[src/ptc_pkg.sv]
//
// Function
// - three separately programmed 16-bit counters, counting input clocks from DC to 5 MHz
// - six operating modes per counter, chosen by a control byte
// - four byte ports: offsets 0..2 count bytes, offset 3 control byte
// - control bits 7..6 select counter 0, 1 or 2; value 3 illegal
// - bits 5..4: latch, low byte only, high byte only, low then high
// - bits 3..1 pick modes 0..5; top bit ignored for modes 2 and 3
// - bit 0: binary 0..65535 or four-digit decimal 0..9999 counting
// - modes: terminal count, one-shot, rate, square wave, soft and hard strobe
// - counters 1 and 2 chained, output of one clocks the other
// - cascade runs from 2 MHz; fastest rate 2 MHz/4, slowest /65536/65536
// - counter 0 clock, gate and output go to the external connector
// - timer output is an interrupt source only while block transfer is off
// - pacer starts conversions only if external select 0 and internal 1
//
package ptc_pkg;

  // ----------------------------------------------------------------
  // timing
  // ----------------------------------------------------------------
  localparam int unsigned CLOCK_HZ      = 40_000_000;
  localparam int unsigned PACER_SRC_HZ  = 2_000_000;
  localparam int unsigned PACER_DIV     = CLOCK_HZ / PACER_SRC_HZ;
  localparam int unsigned CHANNELS      = 3;

  // ----------------------------------------------------------------
  // ports and control byte fields
  // ----------------------------------------------------------------
  localparam logic [1:0] PORT_CONTROL   = 2'h3;
  localparam int unsigned SEL_POS       = 6;
  localparam int unsigned FMT_POS       = 4;
  localparam int unsigned MODE_POS      = 1;
  localparam int unsigned BCD_POS       = 0;
  localparam logic [1:0] SEL_ILLEGAL    = 2'h3;
  localparam logic [1:0] FMT_LATCH      = 2'h0;
  localparam logic [1:0] FMT_LOW        = 2'h1;
  localparam logic [1:0] FMT_HIGH       = 2'h2;
  localparam logic [1:0] FMT_BOTH       = 2'h3;

  // ----------------------------------------------------------------
  // operating modes
  // ----------------------------------------------------------------
  localparam logic [2:0] MODE_TC_EVENT  = 3'h0;
  localparam logic [2:0] MODE_ONE_SHOT  = 3'h1;
  localparam logic [2:0] MODE_RATE      = 3'h2;
  localparam logic [2:0] MODE_SQUARE    = 3'h3;
  localparam logic [2:0] MODE_SW_STROBE = 3'h4;
  localparam logic [2:0] MODE_HW_STROBE = 3'h5;

  typedef struct packed {
    logic [1:0] fmt;
    logic [2:0] mode;
    logic       bcd;
  } ptc_cfg_type;

  // ----------------------------------------------------------------
  // reset values
  // ----------------------------------------------------------------
  localparam ptc_cfg_type CFG_RESET     = '{FMT_BOTH, MODE_TC_EVENT, 1'b0};
  localparam logic [15:0] COUNT_RESET   = 16'h0000;
  localparam logic [7:0]  DATA_RESET    = 8'h00;

endpackage

[src/ptc_decrement.sv]
`timescale 1ns/10ps
// binary or four-digit decimal subtract of 1 or 2, wrapping through zero
module ptc_decrement #(
  parameter int unsigned DIGITS = 4
) (
  input  wire logic [4*DIGITS-1:0] value_i,
  input  wire logic                bcd_i,
  input  wire logic [1:0]          step_i,
  output      logic [4*DIGITS-1:0] result_o
);

  logic [4:0] diff;
  logic       borrow;

  always_comb begin
    diff   = 5'h00;
    borrow = 1'b0;
    if (!bcd_i) begin
      result_o = value_i - {{(4*DIGITS-2){1'b0}}, step_i};
    end else begin
      result_o = '0;
      for (int d = 0; d < DIGITS; d++) begin
        // a borrowed digit wraps 0 -> 9 by adding ten modulo sixteen
        diff = {1'b0, value_i[4*d+:4]} - {4'h0, borrow}
             - ((d == 0) ? {3'h0, step_i} : 5'h00);
        borrow = diff[4];
        result_o[4*d+:4] = borrow ? diff[3:0] + 4'hA : diff[3:0];
      end
    end
  end

endmodule

[src/ptc_timer.sv]
`timescale 1ns/10ps
module ptc_timer #(
  parameter int unsigned DIV = ptc_pkg::PACER_DIV
) (
  // clock and reset
  input  wire logic       CLOCK_I,
  input  wire logic       ARST_N_I,
  // host byte ports
  input  wire logic [1:0] ADDR_I,
  input  wire logic       WR_I,
  input  wire logic       RD_I,
  input  wire logic [7:0] DATA_I,
  output      logic [7:0] DATA_O,
  // counter 0 on the connector
  input  wire logic       CNT0_CLK_I,
  input  wire logic       GATE0_I,
  output      logic       OUT0_O,
  // trigger and interrupt routing
  input  wire logic       EXTERNAL_TRIGGER_SELECT_I,
  input  wire logic       INTERNAL_TRIGGER_SELECT_I,
  input  wire logic       TIMER_IRQ_SELECT_I,
  input  wire logic       BLOCK_TRANSFER_ENABLE_I,
  output      logic       PACER_TRIG_O,
  output      logic       TIMER_IRQ_O
);

  localparam int unsigned N = ptc_pkg::CHANNELS;

  ptc_pkg::ptc_cfg_type cfg [N];
  logic [15:0]          count [N];
  logic [15:0]          next_count [N];
  logic [15:0]          reload [N];
  logic [15:0]          snap [N];
  logic [N-1:0]         latched;
  logic [N-1:0]         wr_hi;
  logic [N-1:0]         rd_hi;
  logic [N-1:0]         pending;
  logic [N-1:0]         armed;
  logic [N-1:0]         strobe;
  logic [N-1:0]         out;
  logic [N-1:0]         trig;
  logic [N-1:0]         gate;
  logic [N-1:0]         gate_q;
  logic [N-1:0]         tick;
  logic [N-1:0]         ctl_for;
  logic [N-1:0]         wr_cnt;
  logic [N-1:0]         rd_cnt;
  logic                 clk0_q;
  logic                 out1_q;
  logic                 out2_q;
  logic [7:0]           div_cnt;
  logic                 src_pulse;
  logic [7:0]           src_gap;
  logic                 is_latch;
  logic [2:0]           new_mode;
  logic [15:0]          rd_src;

  // ----------------------------------------------------------------
  // port decode
  // ----------------------------------------------------------------
  assign is_latch = DATA_I[ptc_pkg::FMT_POS+:2] == ptc_pkg::FMT_LATCH;
  // mode bit 2 is a don't-care once bit 1 is set
  assign new_mode = DATA_I[ptc_pkg::MODE_POS+1] ?
                    {1'b0, DATA_I[ptc_pkg::MODE_POS+:2]} :
                    DATA_I[ptc_pkg::MODE_POS+:3];

  // ----------------------------------------------------------------
  // count sources
  // ----------------------------------------------------------------
  always_ff @(posedge CLOCK_I or negedge ARST_N_I) begin
    if (!ARST_N_I) begin
      div_cnt   <= 8'h00;
      src_pulse <= 1'b0;
    end else if (div_cnt == 8'(DIV - 1)) begin
      div_cnt   <= 8'h00;
      src_pulse <= 1'b1;
    end else begin
      div_cnt   <= div_cnt + 8'h01;
      src_pulse <= 1'b0;
    end
  end

  // cycles since the last source pulse, kept apart from the divider
  always_ff @(posedge CLOCK_I or negedge ARST_N_I) begin
    if (!ARST_N_I) begin
      src_gap <= 8'h00;
    end else if (src_pulse) begin
      src_gap <= 8'h01;
    end else begin
      src_gap <= src_gap + 8'h01;
    end
  end

  always_ff @(posedge CLOCK_I or negedge ARST_N_I) begin
    if (!ARST_N_I) begin
      clk0_q <= 1'b0;
      out1_q <= 1'b0;
      out2_q <= 1'b0;
      // gates idle high: a low reset value would fake a trigger edge
      gate_q <= '1;
    end else begin
      clk0_q <= CNT0_CLK_I;
      out1_q <= out[1];
      out2_q <= out[2];
      gate_q <= gate;
    end
  end

  // counters 0 and 2 advance on the falling edge of their clock, counter 1 on each source pulse
  assign tick[0] = clk0_q & ~CNT0_CLK_I;
  assign tick[1] = src_pulse;
  assign tick[2] = out1_q & ~out[1];
  // the pacer pair has no external gate
  assign gate    = {2'b11, GATE0_I};

  // ----------------------------------------------------------------
  // channels
  // ----------------------------------------------------------------
  for (genvar i = 0; i < N; i++) begin : g_ch
    logic [1:0] step;
    logic       done;
    logic [2:0] md;

    assign md      = cfg[i].mode;
    assign ctl_for[i] = WR_I && ADDR_I == ptc_pkg::PORT_CONTROL &&
                        DATA_I[ptc_pkg::SEL_POS+:2] == 2'(i);
    assign wr_cnt[i]  = WR_I && ADDR_I == 2'(i);
    assign rd_cnt[i]  = RD_I && ADDR_I == 2'(i);
    assign done       = wr_cnt[i] &&
                        (cfg[i].fmt != ptc_pkg::FMT_BOTH || wr_hi[i]);
    // odd square-wave counts step by one once to become even
    assign step = (md == ptc_pkg::MODE_SQUARE && !count[i][0]) ?
                  2'h2 : 2'h1;

    ptc_decrement #(
      .DIGITS (4)
    ) u_dec (
      .value_i  (count[i]),
      .bcd_i    (cfg[i].bcd),
      .step_i   (step),
      .result_o (next_count[i])
    );

    always_ff @(posedge CLOCK_I or negedge ARST_N_I) begin
      if (!ARST_N_I) begin
        cfg[i]     <= ptc_pkg::CFG_RESET;
        count[i]   <= ptc_pkg::COUNT_RESET;
        reload[i]  <= ptc_pkg::COUNT_RESET;
        snap[i]    <= ptc_pkg::COUNT_RESET;
        latched[i] <= 1'b0;
        wr_hi[i]   <= 1'b0;
        rd_hi[i]   <= 1'b0;
        pending[i] <= 1'b0;
        armed[i]   <= 1'b0;
        strobe[i]  <= 1'b0;
        out[i]     <= 1'b0;
        trig[i]    <= 1'b0;
      end else if (ctl_for[i] && !is_latch) begin
        cfg[i]     <= '{DATA_I[ptc_pkg::FMT_POS+:2], new_mode,
                        DATA_I[ptc_pkg::BCD_POS]};
        out[i]     <= new_mode != ptc_pkg::MODE_TC_EVENT;
        pending[i] <= 1'b0;
        armed[i]   <= 1'b0;
        strobe[i]  <= 1'b0;
        wr_hi[i]   <= 1'b0;
        rd_hi[i]   <= 1'b0;
        latched[i] <= 1'b0;
      end else begin
        if (tick[i]) begin
          trig[i] <= 1'b0;
        end
        if (gate[i] && !gate_q[i]) begin
          trig[i] <= 1'b1;
        end
        if (tick[i] && strobe[i]) begin
          out[i]    <= 1'b1;
          strobe[i] <= 1'b0;
          armed[i]  <= 1'b0;
        end
        if (tick[i]) begin
          case (md)
            ptc_pkg::MODE_TC_EVENT, ptc_pkg::MODE_SW_STROBE: begin
              if (pending[i]) begin
                count[i]   <= reload[i];
                pending[i] <= 1'b0;
                armed[i]   <= 1'b1;
              end else if (armed[i] && gate[i]) begin
                count[i] <= next_count[i];
                if (count[i] == 16'h0001) begin
                  out[i]    <= md == ptc_pkg::MODE_TC_EVENT;
                  strobe[i] <= md == ptc_pkg::MODE_SW_STROBE;
                end
              end
            end
            ptc_pkg::MODE_ONE_SHOT, ptc_pkg::MODE_HW_STROBE: begin
              if (trig[i]) begin
                count[i] <= reload[i];
                armed[i] <= 1'b1;
                out[i]   <= md != ptc_pkg::MODE_ONE_SHOT;
              end else if (armed[i]) begin
                count[i] <= next_count[i];
                if (count[i] == 16'h0001) begin
                  out[i]    <= md == ptc_pkg::MODE_ONE_SHOT;
                  strobe[i] <= md == ptc_pkg::MODE_HW_STROBE;
                  armed[i]  <= md == ptc_pkg::MODE_HW_STROBE;
                end
              end
            end
            ptc_pkg::MODE_RATE, ptc_pkg::MODE_SQUARE: begin
              if (trig[i] || (pending[i] && !armed[i])) begin
                count[i]   <= reload[i];
                armed[i]   <= 1'b1;
                pending[i] <= 1'b0;
                out[i]     <= 1'b1;
              end else if (armed[i] && gate[i]) begin
                if (count[i] == {14'h0000, step}) begin
                  count[i]   <= reload[i];
                  pending[i] <= 1'b0;
                  out[i]     <= (md == ptc_pkg::MODE_RATE) | ~out[i];
                end else begin
                  count[i] <= next_count[i];
                  if (md == ptc_pkg::MODE_RATE && count[i] == 16'h0002) begin
                    out[i] <= 1'b0;
                  end
                end
              end
            end
            default: begin
              armed[i] <= 1'b0;
            end
          endcase
        end
        // a low gate forces the periodic modes high at once
        if ((md == ptc_pkg::MODE_RATE || md == ptc_pkg::MODE_SQUARE) &&
            !gate[i]) begin
          out[i] <= 1'b1;
        end
        // new count bytes; leaves format ordering to the host
        if (wr_cnt[i]) begin
          case (cfg[i].fmt)
            ptc_pkg::FMT_HIGH: reload[i] <= {DATA_I, 8'h00};
            ptc_pkg::FMT_BOTH: begin
              if (wr_hi[i]) begin
                reload[i][15:8] <= DATA_I;
              end else begin
                reload[i][7:0]  <= DATA_I;
              end
              wr_hi[i] <= ~wr_hi[i];
            end
            default: reload[i] <= {8'h00, DATA_I};
          endcase
        end
        if (done) begin
          pending[i] <= 1'b1;
          if (md == ptc_pkg::MODE_TC_EVENT) begin
            out[i]   <= 1'b0;
            armed[i] <= 1'b0;
          end
        end
        // a repeated latch keeps the first snapshot
        if (ctl_for[i] && !latched[i]) begin
          snap[i]    <= count[i];
          latched[i] <= 1'b1;
          rd_hi[i]   <= 1'b0;
        end
        if (rd_cnt[i]) begin
          if (cfg[i].fmt == ptc_pkg::FMT_BOTH) begin
            rd_hi[i] <= ~rd_hi[i];
          end
          if (cfg[i].fmt != ptc_pkg::FMT_BOTH || rd_hi[i]) begin
            latched[i] <= 1'b0;
          end
        end
      end
    end
  end

  // ----------------------------------------------------------------
  // read data and outputs
  // ----------------------------------------------------------------
  always_comb begin
    rd_src = count[0];
    for (int k = 0; k < N; k++) begin
      if (ADDR_I == 2'(k)) begin
        rd_src = latched[k] ? snap[k] : count[k];
      end
    end
  end

  always_ff @(posedge CLOCK_I or negedge ARST_N_I) begin
    if (!ARST_N_I) begin
      DATA_O <= ptc_pkg::DATA_RESET;
    end else if (RD_I) begin
      if (ADDR_I == ptc_pkg::PORT_CONTROL) begin
        DATA_O <= ptc_pkg::DATA_RESET;
      end else if (cfg[ADDR_I].fmt == ptc_pkg::FMT_HIGH ||
                   (cfg[ADDR_I].fmt == ptc_pkg::FMT_BOTH && rd_hi[ADDR_I]))
      begin
        DATA_O <= rd_src[15:8];
      end else begin
        DATA_O <= rd_src[7:0];
      end
    end
  end

  always_ff @(posedge CLOCK_I or negedge ARST_N_I) begin
    if (!ARST_N_I) begin
      PACER_TRIG_O <= 1'b0;
      TIMER_IRQ_O  <= 1'b0;
    end else begin
      PACER_TRIG_O <= out[2] && !out2_q && !EXTERNAL_TRIGGER_SELECT_I &&
                      INTERNAL_TRIGGER_SELECT_I;
      TIMER_IRQ_O  <= out[0] && TIMER_IRQ_SELECT_I &&
                      !BLOCK_TRANSFER_ENABLE_I;
    end
  end

  assign OUT0_O = out[0];

  // ----------------------------------------------------------------
  // checks
  // ----------------------------------------------------------------
  chk_illegal_select: assert property (
    @(posedge CLOCK_I) disable iff (!ARST_N_I)
    WR_I && ADDR_I == ptc_pkg::PORT_CONTROL &&
    DATA_I[7:6] == ptc_pkg::SEL_ILLEGAL
    |=> cfg[0] == $past(cfg[0]) && cfg[1] == $past(cfg[1]) &&
        cfg[2] == $past(cfg[2]))
    else $error("illegal select changed a counter");

  chk_mode_decode: assert property (
    @(posedge CLOCK_I) disable iff (!ARST_N_I)
    ctl_for[1] && !is_latch && DATA_I[2]
    |=> cfg[1].mode == {1'b0, $past(DATA_I[2:1])})
    else $error("mode 2 or 3 decoded wrongly");

  chk_mode0_load: assert property (
    @(posedge CLOCK_I) disable iff (!ARST_N_I)
    wr_cnt[0] && cfg[0].mode == ptc_pkg::MODE_TC_EVENT &&
    cfg[0].fmt == ptc_pkg::FMT_LOW && !ctl_for[0]
    |=> !out[0] && pending[0])
    else $error("mode 0 output not low after load");

  chk_pacer_gate: assert property (
    @(posedge CLOCK_I) disable iff (!ARST_N_I)
    PACER_TRIG_O |-> $past(INTERNAL_TRIGGER_SELECT_I) &&
                     !$past(EXTERNAL_TRIGGER_SELECT_I) && out2_q)
    else $error("pacer trigger while not selected");

  chk_irq_block: assert property (
    @(posedge CLOCK_I) disable iff (!ARST_N_I)
    BLOCK_TRANSFER_ENABLE_I [*2] |-> !TIMER_IRQ_O)
    else $error("timer interrupt during block transfer");

  chk_src_rate: assert property (
    @(posedge CLOCK_I) disable iff (!ARST_N_I)
    src_pulse == (src_gap == 8'(DIV)))
    else $error("2 MHz source period wrong");

  chk_latch_hold: assert property (
    @(posedge CLOCK_I) disable iff (!ARST_N_I)
    latched[0] && !ctl_for[0] |=> snap[0] == $past(snap[0]))
    else $error("latched snapshot moved");

  chk_read_pair: assert property (
    @(posedge CLOCK_I) disable iff (!ARST_N_I)
    rd_cnt[1] && !ctl_for[1] && cfg[1].fmt == ptc_pkg::FMT_BOTH &&
    !rd_hi[1] |=> rd_hi[1] ##0 (latched[1] == $past(latched[1])))
    else $error("low byte read did not advance to high");

  chk_cnt0_edge: assert property (
    @(posedge CLOCK_I) disable iff (!ARST_N_I)
    count[0] != $past(count[0]) && !$past(ctl_for[0])
    |-> $past(clk0_q) && !$past(CNT0_CLK_I))
    else $error("counter 0 moved without a clock edge");

endmodule

[config.mk]
export PLATFORM = sky130hd
export DESIGN_NAME = ptc_timer
export DESIGN_NICKNAME = d
export VERILOG_FILES = /design/src/ptc_pkg.sv /design/src/ptc_decrement.sv /design/src/ptc_timer.sv
export SDC_FILE = /design/constraint.sdc
export NUM_CORES = 1
export LEC_CHECK = 0
export BUFFER_PORTS_ARGS = -buffer_cell sky130_fd_sc_hd__buf_2
export CORE_MARGIN = 4
export CORE_UTILIZATION = 55
export CTS_CLUSTER_DIAMETER = 80
export CTS_CLUSTER_SIZE = 40
export DETAILED_ROUTE_END_ITERATION = 10
export PLACE_DENSITY_LB_ADDON = 0.08
export SLEW_MARGIN = 20
export SYNTH_ARGS = -nofsm -noshare
export SYNTH_HDL_FRONTEND = slang
export SYNTH_SLANG_ARGS = --single-unit
export TNS_END_PERCENT = 20
[constraint.sdc]
create_clock -name CLOCK_I -period 8.9 [get_ports CLOCK_I]
set_clock_uncertainty 0.1 [all_clocks]
set_input_delay 0.89 -clock CLOCK_I [delete_from_list [all_inputs] [get_ports CLOCK_I]]
set_output_delay 0.89 -clock CLOCK_I [all_outputs]
set_load 0.01 [all_outputs]
; Word level (Yosys, flattened, before mapping)
; Cells that the tools add are included.
[word_totals]
regBits = 209
latchBits = 0
ram_bits = 0
mem_bits_ro = 0
in_bits = 20
output_inout_bits = 11
wordCells = 518
memories = 0
[classes]
add_sub_neg = 28
n_mul = 0
div = 0
magnitude_cmp = 2
eq_ne = 61
shifts = 0
muxes = 235
n_bitwise = 19
reduce_logical = 119
[op_table]
columns = cell, n
row1 = two-way mux 16 bit, 28
row2 = two-way mux 1 bit, 160
row3 = case mux 16 bit (3 select lines), 3
row4 = case mux 16 bit (2 select lines), 3
row5 = two-way mux 8 bit, 9
row6 = adder 4 bit (second input constant), 12
row7 = == test 16 x 1 -> 1 bit (second input constant), 3
row8 = == test 16 x 2 -> 1 bit, 3
row9 = == test 16 x 2 -> 1 bit (second input constant), 3
row10 = two-way mux 4 bit, 12
row11 = subtractor 16 x 2 -> 16 bit, 3
row12 = subtractor 4 x 1 -> 5 bit, 9
row13 = logical AND 1 bit, 40
row14 = != test 5 bit (second input constant), 6
row15 = == test 2 bit (second input constant), 11
row16 = nonzero test 3 bit, 7
row17 = AND reduction 4 bit, 5
row18 = == test 3 x 2 -> 1 bit (second input constant), 6
row19 = == test 3 bit (second input constant), 6
row20 = != test 2 bit (second input constant), 9
row21 = case mux 1 bit (3 select lines), 6
row22 = AND reduction 2 bit, 9
row23 = AND reduction 3 bit, 6
row24 = OR reduction 2 bit, 9
row25 = 26 further kinds, 96

; Logic depth before layout (Yosys ltp)
[depth]
word_depth = 14
depth_mapped = 21
depth_no_buf = 21

; Modules after synthesis
; A second synthesis with hierarchy kept.
[unflattened]
hier_cells = 1547
area_unflattened_um2 = 14061.0
[by_module_without_submodules]
columns = module, n_inst, cells_each, area_per_inst_um2
row1 = ptc_timer, 1, 1161, 11379.7
row2 = ptc_decrement (g_ch[0].u_dec ...), 2, 129, 898.4
row3 = ptc_decrement (g_ch[2].u_dec), 1, 128, 884.6

; Least setup slack after synthesis
; Ideal clock, no wire load.
[synth_path]
path_type = flip-flop to flip-flop
from = register count[0] (netlist name)
to = register count[15] (netlist name)
t_arrival_ns = 3.962
required_time_ns = 8.674
setup_slack_ns = 4.712
path_stages_with_launch = 20
n_path_buf = 0
synth_period_minus_slack_ns = 4.188
path_cell_list = dfrtp_1 -> inv_1 -> ha_1 -> nor3b_2 -> ha_1 -> ha_1 -> nor3b_1 -> ha_1 -> ha_1 -> nor3b_1 -> ha_1 -> ha_1 -> xor2_1 -> ha_1 -> nor2b_1 -> nor3_1 -> mux2i_1 -> o2111a_1 -> a211oi_1 -> a221o_1
[synth_between]
elab_chain_cells = 14
elab_cells_between_ends = 19
cone_classes = 6 x add/sub / 1 x eq/ne / 10 x mux / 2 x reduce/logical
[synth_rtl]
columns = element, line
row1 = start: declaration, ptc_timer.sv:30  ; logic [15:0] count [N];
row2 = start signal: indexed assignment, ptc_timer.sv:147  ; count[i] <= ptc_pkg::COUNT_RESET;
row3 = start signal: indexed assignment, ptc_timer.sv:184  ; count[i] <= reload[i];
row4 = start signal: indexed assignment, ptc_timer.sv:188  ; count[i] <= next_count[i];
row5 = zero test 1 bit, ptc_timer.sv:132  ; assign step = (md == ptc_pkg::MODE_SQUARE && !count[i][0]) ?
row6 = logical AND 1 bit, ptc_timer.sv:132
row7 = two-way mux 2 bit, ptc_timer.sv:132
row8 = subtractor 4 x 2 -> 5 bit, ptc_decrement.sv:25  ; - ((d == 0) ? {3'h0, step_i} : 5'h00);
row9 = subtractor 4 x 1 -> 5 bit (3 in a row), ptc_decrement.sv:24  ; diff = {1'b0, value_i[4*d+:4]} - {4'h0, borrow}
row10 = adder 4 bit, ptc_decrement.sv:27  ; result_o[4*d+:4] = borrow ? diff[3:0] + 4'hA : diff[3:0];
row11 = two-way mux 4 bit, ptc_decrement.sv:27
row12 = two-way mux 16 bit, ptc_decrement.sv:18  ; if (!bcd_i) begin
row13 = two-way mux 16 bit, ptc_timer.sv:216  ; if (count[i] == {14'h0000, step}) begin
row14 = two-way mux 16 bit, ptc_timer.sv:215  ; end else if (armed[i] && gate[i]) begin
row15 = two-way mux 16 bit, ptc_timer.sv:210  ; if (trig[i] || (pending[i] && !armed[i])) begin
row16 = case mux 16 bit (3 select lines) (*), ptc_timer.sv:181  ; case (md)
; Mark *: on every way between the ends. The rest lies on a longest branch, timed or not. The select of a mux whose other input is x is not followed.
; A chain may end at the register's enable or synchronous reset.

; Worst setup path after layout
; Same ends and word-level chain as after synthesis.

==> qor.yml <==
outcome: "finished clean"
grtUsageMet3_pct: 2.745
grt-busiest-layer: "met2"
numCtsBuffers: 15
critical_path_arrival_ns: 5.04
crit_chain: "inv_1 -> ha_1 -> nor3b_2 -> ha_1 -> ha_1 -> nor3b_1 -> ha_1 -> ha_1 -> nor3b_1 -> ha_1 -> ha_1 -> xor2_1 -> ha_1 -> nor2b_1 -> nor3_1 -> mux2i_1 -> o2111a_1 -> a211oi_1 -> a221o_1"
cts_max_path_buffers: 3
ys_ff_latch: 207
power.switching_mw: 1.734
gp_congestion: 0.9155
wire_per_inst_um: 20.40
yosys.cell_count.top_type: "nand2_1"
timing.fmax_mhz: 209.8
ir_worst_vdd_mv: 0.1399
hold_class: "in2async"
grt_pass1_vias: 10663
vias: 11430
power.density_mw_per_mm2: 282.4
synth-edff-count: 0
cp-start-kind: "flip-flop"
max_slew_margin_pct: 36.00
dieWidth_um: 164.5
syn_area_mm2: 0.01348
htree_num_levels: 1
pre_cts_ws_ns: 4.182
met2_usage_pct: 43.68
finalWorstSetupSlack_ns: 4.134
grt_pass1_wl_um: 59640
seq_area_frac_synth_pct: 38.51
cpPeakStageDelay_ns: 0.47
synth_cells: 1532
syn-num-nets: 1595
grt_overflow: 0
dpl.hpwl_um: 25830
p_leak_nw: 6.059
syn-mean-instance-area_um2: 8.796
seqPwrFrac_pct: 41.0
stdcell_area_mm2: 0.01423
power.internal_mw: 2.283
met1_usage_pct: 41.14
pwr-share-clk_pct: 19.6
clk_pin_slew_worst_paths_ns: 0.09
min_period_over_period_pct: 53.55
whs_ns: 0.2550
p_comb_share_pct: 39.4
ctsHoldBuffers: 0
dp.cells: 1790
path_common_cell: "ha_1"
grt_max_degree: 72
detail-route-antenna-nets: 0
drt_first_pass_iters: 6
stdcell_count: 1819
cts_setup_buffers: 0
synth_common_cells: "nand2_1, dfrtp_1, o21ai_0, nor2_1, mux2_2"
utilization_pct: 58.84
async_reset_ff_share_pct: 100.0
swShare_pct: 43.17
wirelength_um: 37110
core_mm2: 0.02418
cp_slowest_cell: "dfrtp_1"
globalRouteTotalUtil_pct: 27.51
setup_viol: 0
port_buffers: 30
slew_viol_final: 0
synth_area_leaders: "dfrtp_1, mux2_2, nand2_1"
worstMarginPinSlew_ns: 0.9599
cts_resized: 0
final_nets: 1546
power_mw: 4.017
chipHeight_um: 164.5
rows: 57
root_buffer: "clkbuf_16"
drc: 0
cp-end-kind: "flip-flop"
cp_max_fo: 8
synth_top_area_share_pct: 37.14
cts_sinks: 207
cpLargestDelayFamily: "adder cells"
critPathKind: "reg2reg"
dr.first_iter.drc_count: 968
yosys_most_used_dff: "dfrtp_1"
rsz0062_at_grt: "false"
min_period_ns: 4.766
timing.critical_path.buf_inv: 1
place_area_mm2: 0.01366
start_util_pct: 55.74
post_drt_via_cell_ratio: 6.284
drive_above_1_share_pct: 12.68
io_pins: 31
die-area_mm2: 0.02707
cts_tree: "done"
finalHoldViolations: 0
maxCapViolCount: 0
antenna_found_initial: 4
synth_top_cell_by_area: "dfrtp_1"
yosys_warnings: 0
crit_required_ns: 9.18
syn_to_final_growth_pct: 5.571
yosysUniqueCellTypes: 90
tns_ns: 0
clk_latency_ns: 0.49
## power groups by stage
stage,clock network [mW],registers (mW),logic [mW]
2_1_floorplan,0,1.35,1.41
3_3_place_gp,0,1.64,1.54
3_5_place_dp,0,1.66,1.56
4_1_cts,0.809,1.64,1.57
5_1_grt,0.840,1.69,1.79
6_report,0.789,1.65,1.58
## final timing paths
path	startpoint	end	slack, ns	depth (start not counted)
setup / recovery	count[0]	count[15]	4.13	19
setup reg to reg	count[0]	count[15]	4.13	19
max in group asynchronous	ARST_N_I	snap[14]	7.06	2
hold / removal	ARST_N_I	count[47]	0.25	1
hold reg to reg	out2_q	PACER_TRIG_O	0.31	1
min in group CLOCK_I	out2_q	PACER_TRIG_O	0.31	1
## layer usage
| metal | up-vias | part of all wire, % |
|---|---|---|
| li1 | 5406 | - |
| met1 | 5622 | 47 |
| met2 | 351 | 46 |
| met3 | 51 | 5.6 |
| met4 | 0 | 1.7 |
| met5 | - | 0 |
## state kept, by name, indices dropped and copies added, names as in the netlist, 2 cells and up
name / cells
pending: 3
DATA_O: 8
reload: 48
strobe: 3
armed: 3
g_ch.md: 9
count: 48
wr_hi: 3
cfg: 9
snap: 48
latched: 3
rd_hi: 3
out: 2
div_cnt: 8
## layout make-up
| cell class | instances | area (um^2) |
|---|---|---|
| well taps | 324 | 405.4 |
| inverters | 77 | 289.0 |
| multi-input cells | 1140 | 7532 |
| fillers | 2159 | 9951 |
| flip-flops and latches | 207 | 5189 |
| diodes | 4 | 10.01 |
| clock inverters | 10 | 175.2 |
| repair buffers | 42 | 250.2 |
| clock buffers | 15 | 375.4 |
## placed cells by master (no fill, tap or decap), types with 9 or more instances in the layout
cell       instances
nand2_1          209
dfrtp_1          200
o21ai_0          120
nor2_1            84
mux2_2            76
inv_1             74
a21oi_1           71
ha_1              43
xnor2_1           41
nand3_1           37
o22ai_1           36
a22oi_1           31
nand2b_1          29
buf_2             29
nor3_1            28
o211ai_1          28
nor2b_1           25
mux2i_1           24
xor2_1            18
clkbuf_16         15
nand4_1           14
a31oi_1           12
buf_4             12
or3_1             10
a22o_1            10
o21ai_1            9
## kinds of logic after synthesis
logic type / after synthesis / share of synthesized area, %
fa+ha+maj: 43 / 3.993
xor+xnor: 59 / 3.835
buf+inv: 185 / 5.645
flops: 207 / 38.51
simple gates: 512 / 19.06
compound gates: 426 / 20.83
mux: 100 / 8.134
Power figures use the tool's default switching activity.
